===== src/rtl/cgr_pkg.sv =====
package cgr_pkg;
   // ************************************************************
   // Register offsets
   // ************************************************************
   localparam logic [7:0] ADDR_RESERVED_A = 8'h04;
   localparam logic [7:0] ADDR_REV_VENDOR = 8'h05;
   localparam logic [7:0] ADDR_DEVICE = 8'h06;
   localparam logic [7:0] ADDR_COUNT = 8'h07;
   localparam logic [7:0] ADDR_RESERVED_B = 8'h08;
   localparam logic [7:0] ADDR_RESERVED_C = 8'h09;
   localparam logic [7:0] ADDR_DIVIDER = 8'h0a;
   localparam logic [7:0] ADDR_STOP = 8'h0b;
   localparam logic [7:0] ADDR_IMP_LOW = 8'h0c;
   localparam logic [7:0] ADDR_IMP_HIGH = 8'h0d;
   localparam logic [7:0] ADDR_RESISTOR = 8'h0e;
   // ************************************************************
   // Field positions
   // ************************************************************
   localparam int COUNT_WIDTH = 5;
   localparam int DIVIDER_BIT = 7;
   localparam int KEEP_BIT = 6;
   // ************************************************************
   // Reset values
   // ************************************************************
   localparam logic [4:0] COUNT_RESET = 5'h08;
   localparam logic KEEP_RESET = 1'b1;
   localparam logic [1:0] STOP_RESET = 2'h0;
   localparam logic [7:0] RESISTOR_RESET = 8'h55;
   localparam logic [15:0] IMP_RESET_100 = 16'haaaa;
   localparam logic [15:0] IMP_RESET_85 = 16'h5555;
   // ************************************************************
   // Stop level encodings
   // ************************************************************
   localparam logic [1:0] STOP_LOW = 2'h0;
   localparam logic [1:0] STOP_HIZ = 2'h1;
   localparam logic [1:0] STOP_HIGH_LOW = 2'h2;
   localparam logic [1:0] STOP_LOW_HIGH = 2'h3;
   typedef enum logic [1:0] {BLK_IDLE, BLK_COUNT, BLK_DATA} cgr_blk_state_type;
endpackage : cgr_pkg


===== src/rtl/cgr_stop_if.sv =====
`timescale 1ns/1ps
interface cgr_stop_if;
   logic [1:0] stop_level_select;
   logic [7:0] pair_enable;
   logic ref_enable;
   logic [7:0] true_level;
   logic [7:0] comp_level;
   logic [7:0] pair_drive_en;
   logic ref_level;
   logic ref_drive_en;
   modport cfg (output stop_level_select, pair_enable, ref_enable,
      input true_level, comp_level, pair_drive_en, ref_level, ref_drive_en);
   modport dec (input stop_level_select, pair_enable, ref_enable,
      output true_level, comp_level, pair_drive_en, ref_level, ref_drive_en);
endinterface : cgr_stop_if


===== src/rtl/cgr_stop_decode.sv =====
`timescale 1ns/1ps
module cgr_stop_decode
   import cgr_pkg::*;
(
   cgr_stop_if.dec stop
);
   // ************************************************************
   // Disabled output levels
   // ************************************************************
   always_comb
   begin
      for (int k = 0; k < 8; k++)
      begin
         // Running pair shows high/low; the analog clock path overrides it
         stop.true_level[k] = 1'b1;
         stop.comp_level[k] = 1'b0;
         stop.pair_drive_en[k] = 1'b1;
         if (!stop.pair_enable[k])
         begin
            case (stop.stop_level_select)
               STOP_HIZ:
               begin
                  stop.pair_drive_en[k] = 1'b0;
               end
               STOP_HIGH_LOW:
               begin
                  stop.true_level[k] = 1'b1;
               end
               STOP_LOW_HIGH:
               begin
                  stop.true_level[k] = 1'b0;
                  stop.comp_level[k] = 1'b1;
               end
               default:
               begin
                  stop.true_level[k] = 1'b0;
               end
            endcase
         end
      end
      stop.ref_level = 1'b1;
      stop.ref_drive_en = 1'b1;
      if (!stop.ref_enable)
      begin
         case (stop.stop_level_select)
            STOP_HIZ: stop.ref_drive_en = 1'b0;
            STOP_LOW_HIGH: stop.ref_level = 1'b1;
            default: stop.ref_level = 1'b0;
         endcase
      end
   end
endmodule : cgr_stop_decode


===== src/rtl/cgr_config_regs.sv =====
`timescale 1ns/1ps
module cgr_config_regs
   import cgr_pkg::*;
#(
   parameter logic [3:0] REVISION = 4'h3, // Arbitrary value
   parameter logic [3:0] VENDOR = 4'h5, // Arbitrary value
   parameter logic [1:0] DEVICE_TYPE = 2'h3, // Arbitrary value
   parameter logic [5:0] DEVICE_ID = 6'h15, // Arbitrary value
   parameter logic DIVIDER_RESET = 1'b0,
   parameter logic [15:0] IMP_RESET = cgr_pkg::IMP_RESET_100
)
(
   input wire logic clock,
   input wire logic sys_rst,
   input wire logic reg_wr_en,
   input wire logic [7:0] reg_wr_addr,
   input wire logic [7:0] reg_wr_data,
   input wire logic [7:0] reg_rd_addr,
   output logic [7:0] reg_rd_data,
   input wire logic blk_start,
   input wire logic [7:0] blk_index,
   input wire logic blk_next,
   input wire logic blk_stop,
   output logic blk_valid,
   output logic [7:0] blk_data,
   input wire logic [7:0] output_enable_bits,
   input wire logic [7:0] oe_pin_n,
   input wire logic ref_enable,
   input wire logic power_down_n,
   output logic [7:0] differential_clock_output_true,
   output logic [7:0] differential_clock_output_comp,
   output logic [7:0] differential_clock_output_oe,
   output logic ref_level,
   output logic ref_oe,
   output logic divider_prog_enable,
   output logic [15:0] output_impedance_select,
   output logic [7:0] enable_pin_resistor_select,
   output logic [4:0] readback_count
);
   import cgr_pkg::*;

   // ************************************************************
   // State
   // ************************************************************
   typedef struct packed {
      logic [7:0] pin_sync1;
      logic [7:0] pin_sync2;
      logic pd_sync1;
      logic pd_sync2;
      logic [4:0] readback_count;
      logic divider_enable;
      logic config_keep;
      logic [1:0] stop_level;
      logic [15:0] impedance;
      logic [7:0] resistor;
      logic [7:0] rd_data;
      cgr_blk_state_type blk_state;
      logic blk_busy;
      logic [7:0] blk_ptr;
      logic [4:0] blk_left;
      logic [7:0] blk_data;
      logic [7:0] pair_true;
      logic [7:0] pair_comp;
      logic [7:0] pair_oe;
      logic ref_level;
      logic ref_oe;
   } cgr_state_type;

   cgr_state_type state;
   cgr_state_type next_state;
   logic [7:0] pair_on;
   cgr_stop_if stop_bus ();

   function automatic cgr_state_type with_defaults(input cgr_state_type s);
      cgr_state_type r;
      r = s;
      r.readback_count = COUNT_RESET;
      r.divider_enable = DIVIDER_RESET;
      r.config_keep = KEEP_RESET;
      r.stop_level = STOP_RESET;
      r.impedance = IMP_RESET;
      r.resistor = RESISTOR_RESET;
      return r;
   endfunction : with_defaults

   function automatic logic [7:0] read_byte(input cgr_state_type s, input logic [7:0] addr);
      logic [7:0] r;
      r = 8'h00; // Reserved and unmapped bytes read zero
      case (addr)
         ADDR_REV_VENDOR: r = {REVISION, VENDOR};
         ADDR_DEVICE: r = {DEVICE_TYPE, DEVICE_ID};
         ADDR_COUNT: r = {3'h0, s.readback_count};
         ADDR_DIVIDER: r = {s.divider_enable, s.config_keep, 6'h00};
         ADDR_STOP: r = {6'h00, s.stop_level};
         ADDR_IMP_LOW: r = s.impedance[7:0];
         ADDR_IMP_HIGH: r = s.impedance[15:8];
         ADDR_RESISTOR: r = s.resistor;
         default: r = 8'h00;
      endcase
      return r;
   endfunction : read_byte

   // ************************************************************
   // Stop level decoder
   // ************************************************************
   // Pin is active low; a cleared enable bit overrides it
   assign pair_on = output_enable_bits & ~state.pin_sync2;
   assign stop_bus.stop_level_select = state.stop_level;
   assign stop_bus.pair_enable = pair_on;
   assign stop_bus.ref_enable = ref_enable;

   cgr_stop_decode u_stop_decode (
      .stop (stop_bus.dec)
   );

   // ************************************************************
   // Next state
   // ************************************************************
   always_comb
   begin
      next_state = state;
      next_state.pin_sync1 = oe_pin_n;
      next_state.pin_sync2 = state.pin_sync1;
      next_state.pd_sync1 = power_down_n;
      next_state.pd_sync2 = state.pd_sync1;
      if (reg_wr_en)
      begin
         // Identity and reserved bytes fall to default and are dropped
         case (reg_wr_addr)
            ADDR_COUNT: next_state.readback_count = reg_wr_data[COUNT_WIDTH-1:0];
            ADDR_DIVIDER:
            begin
               next_state.divider_enable = reg_wr_data[DIVIDER_BIT];
               next_state.config_keep = reg_wr_data[KEEP_BIT];
            end
            ADDR_STOP: next_state.stop_level = reg_wr_data[1:0];
            ADDR_IMP_LOW: next_state.impedance[7:0] = reg_wr_data;
            ADDR_IMP_HIGH: next_state.impedance[15:8] = reg_wr_data;
            ADDR_RESISTOR: next_state.resistor = reg_wr_data;
            default: next_state.resistor = state.resistor;
         endcase
      end
      // Clearing wins over a write landing in the same cycle
      if (!state.pd_sync2 && !state.config_keep)
      begin
         next_state = with_defaults(next_state);
      end
      next_state.rd_data = read_byte(state, reg_rd_addr);
      case (state.blk_state)
         BLK_IDLE:
         begin
            if (blk_start)
            begin
               next_state.blk_state = BLK_COUNT;
               next_state.blk_data = {3'h0, state.readback_count};
               next_state.blk_left = state.readback_count;
               next_state.blk_ptr = blk_index;
            end
         end
         BLK_COUNT, BLK_DATA:
         begin
            if (blk_stop)
            begin
               next_state.blk_state = BLK_IDLE;
            end
            else if (blk_next)
            begin
               if (state.blk_left == 5'h00)
               begin
                  next_state.blk_state = BLK_IDLE;
               end
               else
               begin
                  next_state.blk_state = BLK_DATA;
                  next_state.blk_data = read_byte(state, state.blk_ptr);
                  next_state.blk_ptr = state.blk_ptr + 8'h01;
                  next_state.blk_left = state.blk_left - 5'h01;
               end
            end
         end
         default: next_state.blk_state = BLK_IDLE;
      endcase
      // Own flop so the valid output carries no decode glitch
      next_state.blk_busy = (next_state.blk_state != BLK_IDLE);
      next_state.pair_true = stop_bus.true_level;
      next_state.pair_comp = stop_bus.comp_level;
      next_state.pair_oe = stop_bus.pair_drive_en;
      next_state.ref_level = stop_bus.ref_level;
      next_state.ref_oe = stop_bus.ref_drive_en;
   end

   always_ff @(posedge clock)
   begin
      if (sys_rst)
      begin
         state <= with_defaults('0);
      end
      else
      begin
         state <= next_state;
      end
   end

   // ************************************************************
   // Outputs
   // ************************************************************
   assign reg_rd_data = state.rd_data;
   assign blk_valid = state.blk_busy;
   assign blk_data = state.blk_data;
   assign differential_clock_output_true = state.pair_true;
   assign differential_clock_output_comp = state.pair_comp;
   assign differential_clock_output_oe = state.pair_oe;
   assign ref_level = state.ref_level;
   assign ref_oe = state.ref_oe;
   assign divider_prog_enable = state.divider_enable;
   assign output_impedance_select = state.impedance;
   assign enable_pin_resistor_select = state.resistor;
   assign readback_count = state.readback_count;
endmodule : cgr_config_regs


===== config.mk =====
export PLATFORM = sky130hd
export DESIGN_NAME = cgr_config_regs
export DESIGN_NICKNAME = d
export VERILOG_FILES = /design/src/rtl/cgr_pkg.sv /design/src/rtl/cgr_stop_if.sv /design/src/rtl/cgr_stop_decode.sv /design/src/rtl/cgr_config_regs.sv
export SDC_FILE = /design/constraint.sdc
export NUM_CORES = 1
export LEC_CHECK = 0
export BUFFER_PORTS_ARGS = -buffer_cell sky130_fd_sc_hd__buf_2
export CORE_MARGIN = 5
export CORE_UTILIZATION = 43
export CTS_CLUSTER_DIAMETER = 200
export DETAILED_ROUTE_END_ITERATION = 12
export PLACE_DENSITY = 0.67
export RECOVER_POWER = 50
export SYNTH_ARGS = -nofsm -noshare
export SYNTH_HDL_FRONTEND = slang
export SYNTH_SLANG_ARGS = --single-unit

===== constraint.sdc =====
create_clock -name clock -period 2.6 [get_ports clock]
set_input_delay 0 -clock clock [delete_from_list [all_inputs] [get_ports clock]]
set_output_delay 0 -clock clock [all_outputs]
set_load 0.005 [all_outputs]

==> results of run 1 <==
==> area by class of cell <==
type                       count  area, um2
fill                        1172       5960
sequential                   109       2180
clock inverter                 7       93.8
clock buffer                   9        225
timing repair buffer         164        923
multi-input combinational    381       2320
inverter                      20       75.1
tap                          147        184
==> through the flow <==
stage | power, W | hold slack (ps) | setup slack [ps]
floorplan | 0.00217 | 123 | 484
global placement | 0.00229 | 213 | 350
detailed placement | 0.00230 | 221 | 240
CTS | 0.00374 | 3.19 | 242
global route | 0.00387 | 37.4 | 54.3
finish | 0.00371 | 28.0 | 226
==> routing by layer <==
metal / part of all wire (%) / track usage (%) / up-vias
met1: 44 / 25.2 / 2095
met5: 0 / 0 / -
met2: 46 / 29.7 / 187
met4: 1.8 / 6.80 / 0
met3: 8.3 / 4.91 / 20
li1: - / - / 2202
==> cells in the final DEF, fill, tap and decap left out, types with 2 or more instances in the layout <==
master	synthesis	routed
dfxtp_1	109	109
buf_2	2	80
nand2_1	74	74
a21oi_1	50	50
clkbuf_1	22	48
nor2b_1	34	34
nor2_1	33	33
dlygate4sd3_1	0	30
o21ai_0	25	25
mux2i_1	22	22
inv_1	19	19
nand3_1	17	17
nand2b_1	16	16
a31oi_1	11	11
nor3_1	9	9
a211oi_1	9	9
ha_1	9	9
clkbuf_16	0	9
a22oi_1	8	8
nand4_1	6	6
buf_4	70	5
o2bb2ai_1	4	4
a21o_1	4	4
o22ai_1	4	4
o211ai_1	4	4
nor4_1	3	3
a32oi_1	3	3
a222oi_1	3	3
clkinv_8	0	3
nor4b_2	1	2
or2_2	2	2
or4_1	2	2
or3_1	2	2
and3_1	2	2
o32ai_2	2	2
inv_6	0	2
==> cell usage after synthesis (all sizes together) (2+ instances only) <==
master	n
nor4	4
nand2b	16
nor2b	34
nor3	10
o2bb2ai	4
nand3	17
or4	2
o211ai	4
nand2	74
clkbuf	22
a31oi	11
ha	9
o21ai	25
mux2i	22
a211oi	9
dfxtp	109
buf	82
a222oi	3
and3	2
or3	2
o32ai	2
a22oi	8
inv	20
nand4	6
a21oi	52
or2	2
nor2	33
o22ai	4
a32oi	3
a21o	4
nor4b	4
==> power by group through the flow <==
stage	logic (W)	clock network [W]	registers, W
after global placement	0.000469	0	0.00182
after floorplan	0.000371	0	0.00180
after global routing	0.000571	0.00151	0.00180
after detailed placement	0.000482	0	0.00182
final	0.000516	0.00141	0.00178
after CTS	0.000519	0.00144	0.00178
==> registers in the layout, indices dropped and copies added, names as in the netlist <==
signal	count
differential_clock_output_true	8
divider_prog_enable	1
reg_rd_data	8
output_impedance_select	16
enable_pin_resistor_select	8
readback_count	5
blk_data	8
ref_oe	1
differential_clock_output_comp	8
blk_valid	1
ref_level	1
differential_clock_output_oe	8
state	34
stop_bus.stop_level_select	2
==> worst max-delay path, stage by stage, from the launching register on <==
cell,delay [ps]
dfxtp_1,400
inv_1,80
ha_1,220
nor4b_1,170
or4b_4,540
a21oi_4,490
a21oi_1,140
a211oi_1,240
==> kinds of logic after synthesis <==
logic type | count (synthesis) | synth area share [%]
AO/OA/AOI/OAI | 138 | 16.9
adder cells (fa/ha/maj) | 9 | 2.15
buffers and inverters | 124 | 14.2
flip-flops | 109 | 41.7
multiplexers | 22 | 4.20
AND/OR/NAND/NOR | 212 | 20.9
==> worst max path at each step <==
stage	end	cells after the start	start	slack, ps
floorplan	state[43]	9	state[48]	480
global placement	state[37]	8	state[34]	350
detailed placement	state[45]	7	state[34]	240
CTS	state[45]	7	state[34]	240
global route	state[45]	7	state[34]	50
finish	state[45]	7	state[34]	230
==> repair_timing <==
action	4_1_cts	5_1_grt
hold endpoints to repair	73	0
buffers inserted	0	0
hold buffers	30	0
==> impl_metrics.yaml, run 1 <==
run_status:
  status: "finished clean"
yosys:
  syn-instance-count: 614
  synth_seq_cells: 109
  yosys.area.top_type: "dfxtp_1"
  async_flop_share_pct: 0
  syn_nets: 679
  yosys_warnings: 0
  synth_cell_types: 56
  synth-seq-area-share_pct: 41.7
  synth_edf_count: 0
  syn_area_um2: 5240
  syn_area_per_cell_um2: 8.53
  synth_top_area_share_pct: 41.7
  synth_area_leaders: "dfxtp_1, buf_4, nand2_1"
  synthFlopType: "dfxtp_1"
final_layout:
  final-instance-count-excl-fill: 837
  final_util_pct: 50.2
  diodes: 0
  areaGrowthSynthToFinish_pct: 14.5
  num-nets-final: 750
  drive_gt1_share_pct: 17.0
  final_area_um2: 6000
clocking:
  htreeDepth: 3
  cts.sinks: 109
  clock_insertion_delay_worst_skew_ps: 360
  cts_tree: "yes"
  cts_resized: 0
  cts_buffers: 9
  clkSlewWorstSetupHoldPaths_ps: 80
  root_buffer: "clkbuf_16"
  clockBufferDepth: 2
global_routing:
  grt_max_degree: 38
  grt_pass1_vias: 4368
  antenna_found_initial: 0
  grt_pass1_wl_um: 22200
  grt.total_usage_pct: 18.9
  globalRouteOverflowTotal: 0
routing:
  num_vias: 4504
  drt-total-wl_um: 13700
  antenna_left: 0
  routed_via_density: 5.38
  dr.pass1.iters: 7
  detail_route.iter0.violations: 295
  remaining_drc_errors: 0
  post_drt_wl_per_cell_um: 16.4
hold_path:
  min_path_type: "in2reg"
  hold_start: "blk_index[5]"
  worstHoldPathCells: 3
  min_delay_worst_endpoint: "state[44]"
placed_design:
  dp_hpwl_um: 9820
  io_buffers: 128
  placed_cell_area_um2: 5440
  dpl.cell_count: 791
  gp_congestion: 0.851
critical_path:
  arrival_ps: 2620
  reg2reg_depth: 7
  setup.worst_path.class: "reg2reg"
  crit_fanout: 22
  cp-end-kind: "flip-flop"
  rrSetupSlack_ps: 230
  worst_ep_required_time_ps: 2850
  start_kind: "flip-flop"
  r2r_start: "state[34]"
  worstReg2RegEnd: "state[45]"
die:
  ios: 129
  initial_core_util_pct: 43.8
  fp.coreArea_um2: 12000
  die_y_um: 120
  fp.dieW_um: 120
  die_area_um2: 14500
  row_count: 40
sta:
  fin_crit_sh_pct: 91.3
  hold_viol_final: 0
  clock_skew_ps: 12.7
  worstMarginPinSlew_ps: 1340
  timing.final.crit_period_ps: 2370
  max_slew_margin_pct: 10.4
  rsz0062_at_grt: "false"
  tns_ps: 0
  max_freq_mhz: 421
  drv_slew: 0
  finalSetupViolations: 0
pwr:
  swShare_pct: 28.5
  ir_worst_vdd_uv: 553
  p_seq_share_pct: 48.0
  pwr-share-clk_pct: 38.1
  combPwrFrac_pct: 13.9
  p_sw_w: 0.00106
  power_density_nw_per_um2: 619
  power.static_leakage_nw: 2.34
  internal-power_w: 0.00265
flow_run:
  maxCapViolCount: 0
Power figures use the tool's default switching activity.
==> run 2: changes to the inputs <==
--- a/config.mk
+++ b/config.mk
@@ -7,10 +7,11 @@
 export LEC_CHECK = 0
 export BUFFER_PORTS_ARGS = -buffer_cell sky130_fd_sc_hd__buf_2
 export CORE_MARGIN = 5
-export CORE_UTILIZATION = 43
+export CORE_UTILIZATION = 40
 export CTS_CLUSTER_DIAMETER = 200
 export DETAILED_ROUTE_END_ITERATION = 12
-export PLACE_DENSITY = 0.67
+export MAX_ROUTING_LAYER = met4
+export PLACE_DENSITY = 0.63
 export RECOVER_POWER = 50
 export SYNTH_ARGS = -nofsm -noshare
 export SYNTH_HDL_FRONTEND = slang
==> run 2 against run 1 <==
Core utilization decreased by 2.2 points. Final cell count is 3.8% higher. Fmax increased by 0.57%. Clock skew decreased by 5.7 ps. Register-to-register slack barely moved. Worst setup slack improved by 13 ps. Global-route usage is 0.81 points lower. Power grew 0.73%.
==> impl_metrics.yaml, run 2 (synthesis results as in run 1) <==
routing:
  remaining_drc_errors: 0
  routed_via_density: 5.22
  antenna_left: 0
  drt-total-wl_um: 14000
  num_vias: 4536
  detail_route.iter0.violations: 393
  dr.pass1.iters: 6
  post_drt_wl_per_cell_um: 16.2
critical_path:
  cp_cell_sequence: "inv_1, ha_1, nor4b_1, or4b_4, a21o_1, a221oi_1, nor3_1"
  cp_slowest_cell: "or4b_4"
  cp-end-kind: "flip-flop"
  arrival_ps: 2580
  crit_fanout: 18
  cpPeakStageDelay_ps: 550
  start_kind: "flip-flop"
  worst_ep_required_time_ps: 2820
  setup.worst_path.class: "reg2reg"
sta:
  timing.final.crit_period_ps: 2360
  drv_slew: 0
  rsz0062_at_grt: "false"
  clock_skew_ps: 6.96
  fin_crit_sh_pct: 90.8
  tns_ps: 0
  finalSetupViolations: 0
  hold_viol_final: 0
  max_freq_mhz: 424
  worstMarginPinSlew_ps: 1340
  max_slew_margin_pct: 10.7
clocking:
  cts_buffers: 9
  cts_tree: "yes"
  post_cts_buffers: 0
  clkSlewWorstSetupHoldPaths_ps: 80
  clockBufferDepth: 2
  root_buffer: "clkbuf_16"
  cts_resized: 0
  cts.sinks: 109
  htreeDepth: 3
  clock_insertion_delay_worst_skew_ps: 350
die:
  die_area_um2: 15500
  fp.dieW_um: 124
  ios: 129
  row_count: 41
  fp.coreArea_um2: 12700
  initial_core_util_pct: 41.2
  die_y_um: 124
final_layout:
  fillCellCount: 1268
  largest_register_ffs: 34
  num-nets-final: 757
  mostFrequentLayoutCells: "dfxtp_1, buf_2, nand2_1"
  final_util_pct: 47.9
  drive_gt1_share_pct: 17.5
  diodes: 0
  areaGrowthSynthToFinish_pct: 16.4
  largest-register: "state"
  final_common_cell: "dfxtp_1"
global_routing:
  grt_pass1_wl_um: 22700
  grt.total_usage_pct: 18.1
  grt_max_degree: 37
  globalRouteOverflowTotal: 0
  grt_pass1_vias: 4370
  antenna_found_initial: 0
pwr:
  p_sw_w: 0.00108
  power.static_leakage_nw: 2.37
  swShare_pct: 28.8
  pwr-share-clk_pct: 38.0
  ir_worst_vdd_uv: 322
  p_seq_share_pct: 47.6
  combPwrFrac_pct: 14.4
  internal-power_w: 0.00266
  power_density_nw_per_um2: 613
run_status:
  status: "finished clean"
hold_path:
  min_path_type: "in2reg"
placed_design:
  dp_hpwl_um: 10100
  gp_congestion: 0.850
  io_buffers: 128
flow_run:
  maxCapViolCount: 0
run 2: layout make-up:
cell class | instances | area, um2 | area share (%)
flip-flops and latches | 109 | 2180 | 35.8
inverters | 20 | 75.1 | 1.23
clock buffers | 9 | 225 | 3.69
clock inverters | 7 | 98.8 | 1.62
multi-input cells | 382 | 2320 | 38.1
well taps | 172 | 215 | 3.53
repair buffers | 170 | 977 | 16.0
run 2: worst paths after layout:
check | start | end | slack [ps] | cells past startpoint
worst min-delay path | blk_index[7] | state[46] | 8 | 3
worst min register to register | state[107] | state[99] | 440 | 1
worst max register to register | state[34] | blk_data[1] | 240 | 7
worst max-delay path | state[34] | blk_data[1] | 240 | 7
run 2: metal layers:
metal / share of wire [%] / vias up / GRT usage [%]
met5: 0 / - / -
met4: 1.4 / 0 / 5.67
met3: 6.5 / 14 / 3.69
met2: 48 / 179 / 29.3
met1: 44 / 2129 / 22.9
li1: - / 2214 / -
run 2: worst max-delay path, delay by kind of cell, from the launching register on:
kind,cells,cell delay (ps)
adders and majority gates,1,220
AOI/OAI and AO/OA,2,710
and+or+nand+nor,3,790
buffers and inverters,1,80
DFF,1,400
run 2: repair_timing:
item                       4_1_cts  5_1_grt
hold endpoints to repair        76        0
hold buffers                    33        0
setup endpoints to repair        0        1
run 2: metrics by stage:
step                setup WS, ps  std cells  total power, W  cell area, um2  hold WS (ps)
detailed placement           249        819         0.00231            5500           217
finish                       239        869         0.00374            6100          7.58
global placement             343        819         0.00230            5500           209
floorplan                    484        614         0.00217            5240           123
CTS                          227        868         0.00377            6150          6.91
global route                50.9        869         0.00390            6100          4.97
run 2: power by group through the flow:
stage	clock [W]	combinational, W	sequential, W
detailed placement	0	0.000493	0.00182
global route	0.00152	0.000594	0.00179
floorplan	0	0.000371	0.00180
finish	0.00142	0.000538	0.00178
CTS	0.00145	0.000535	0.00178
global placement	0	0.000482	0.00182
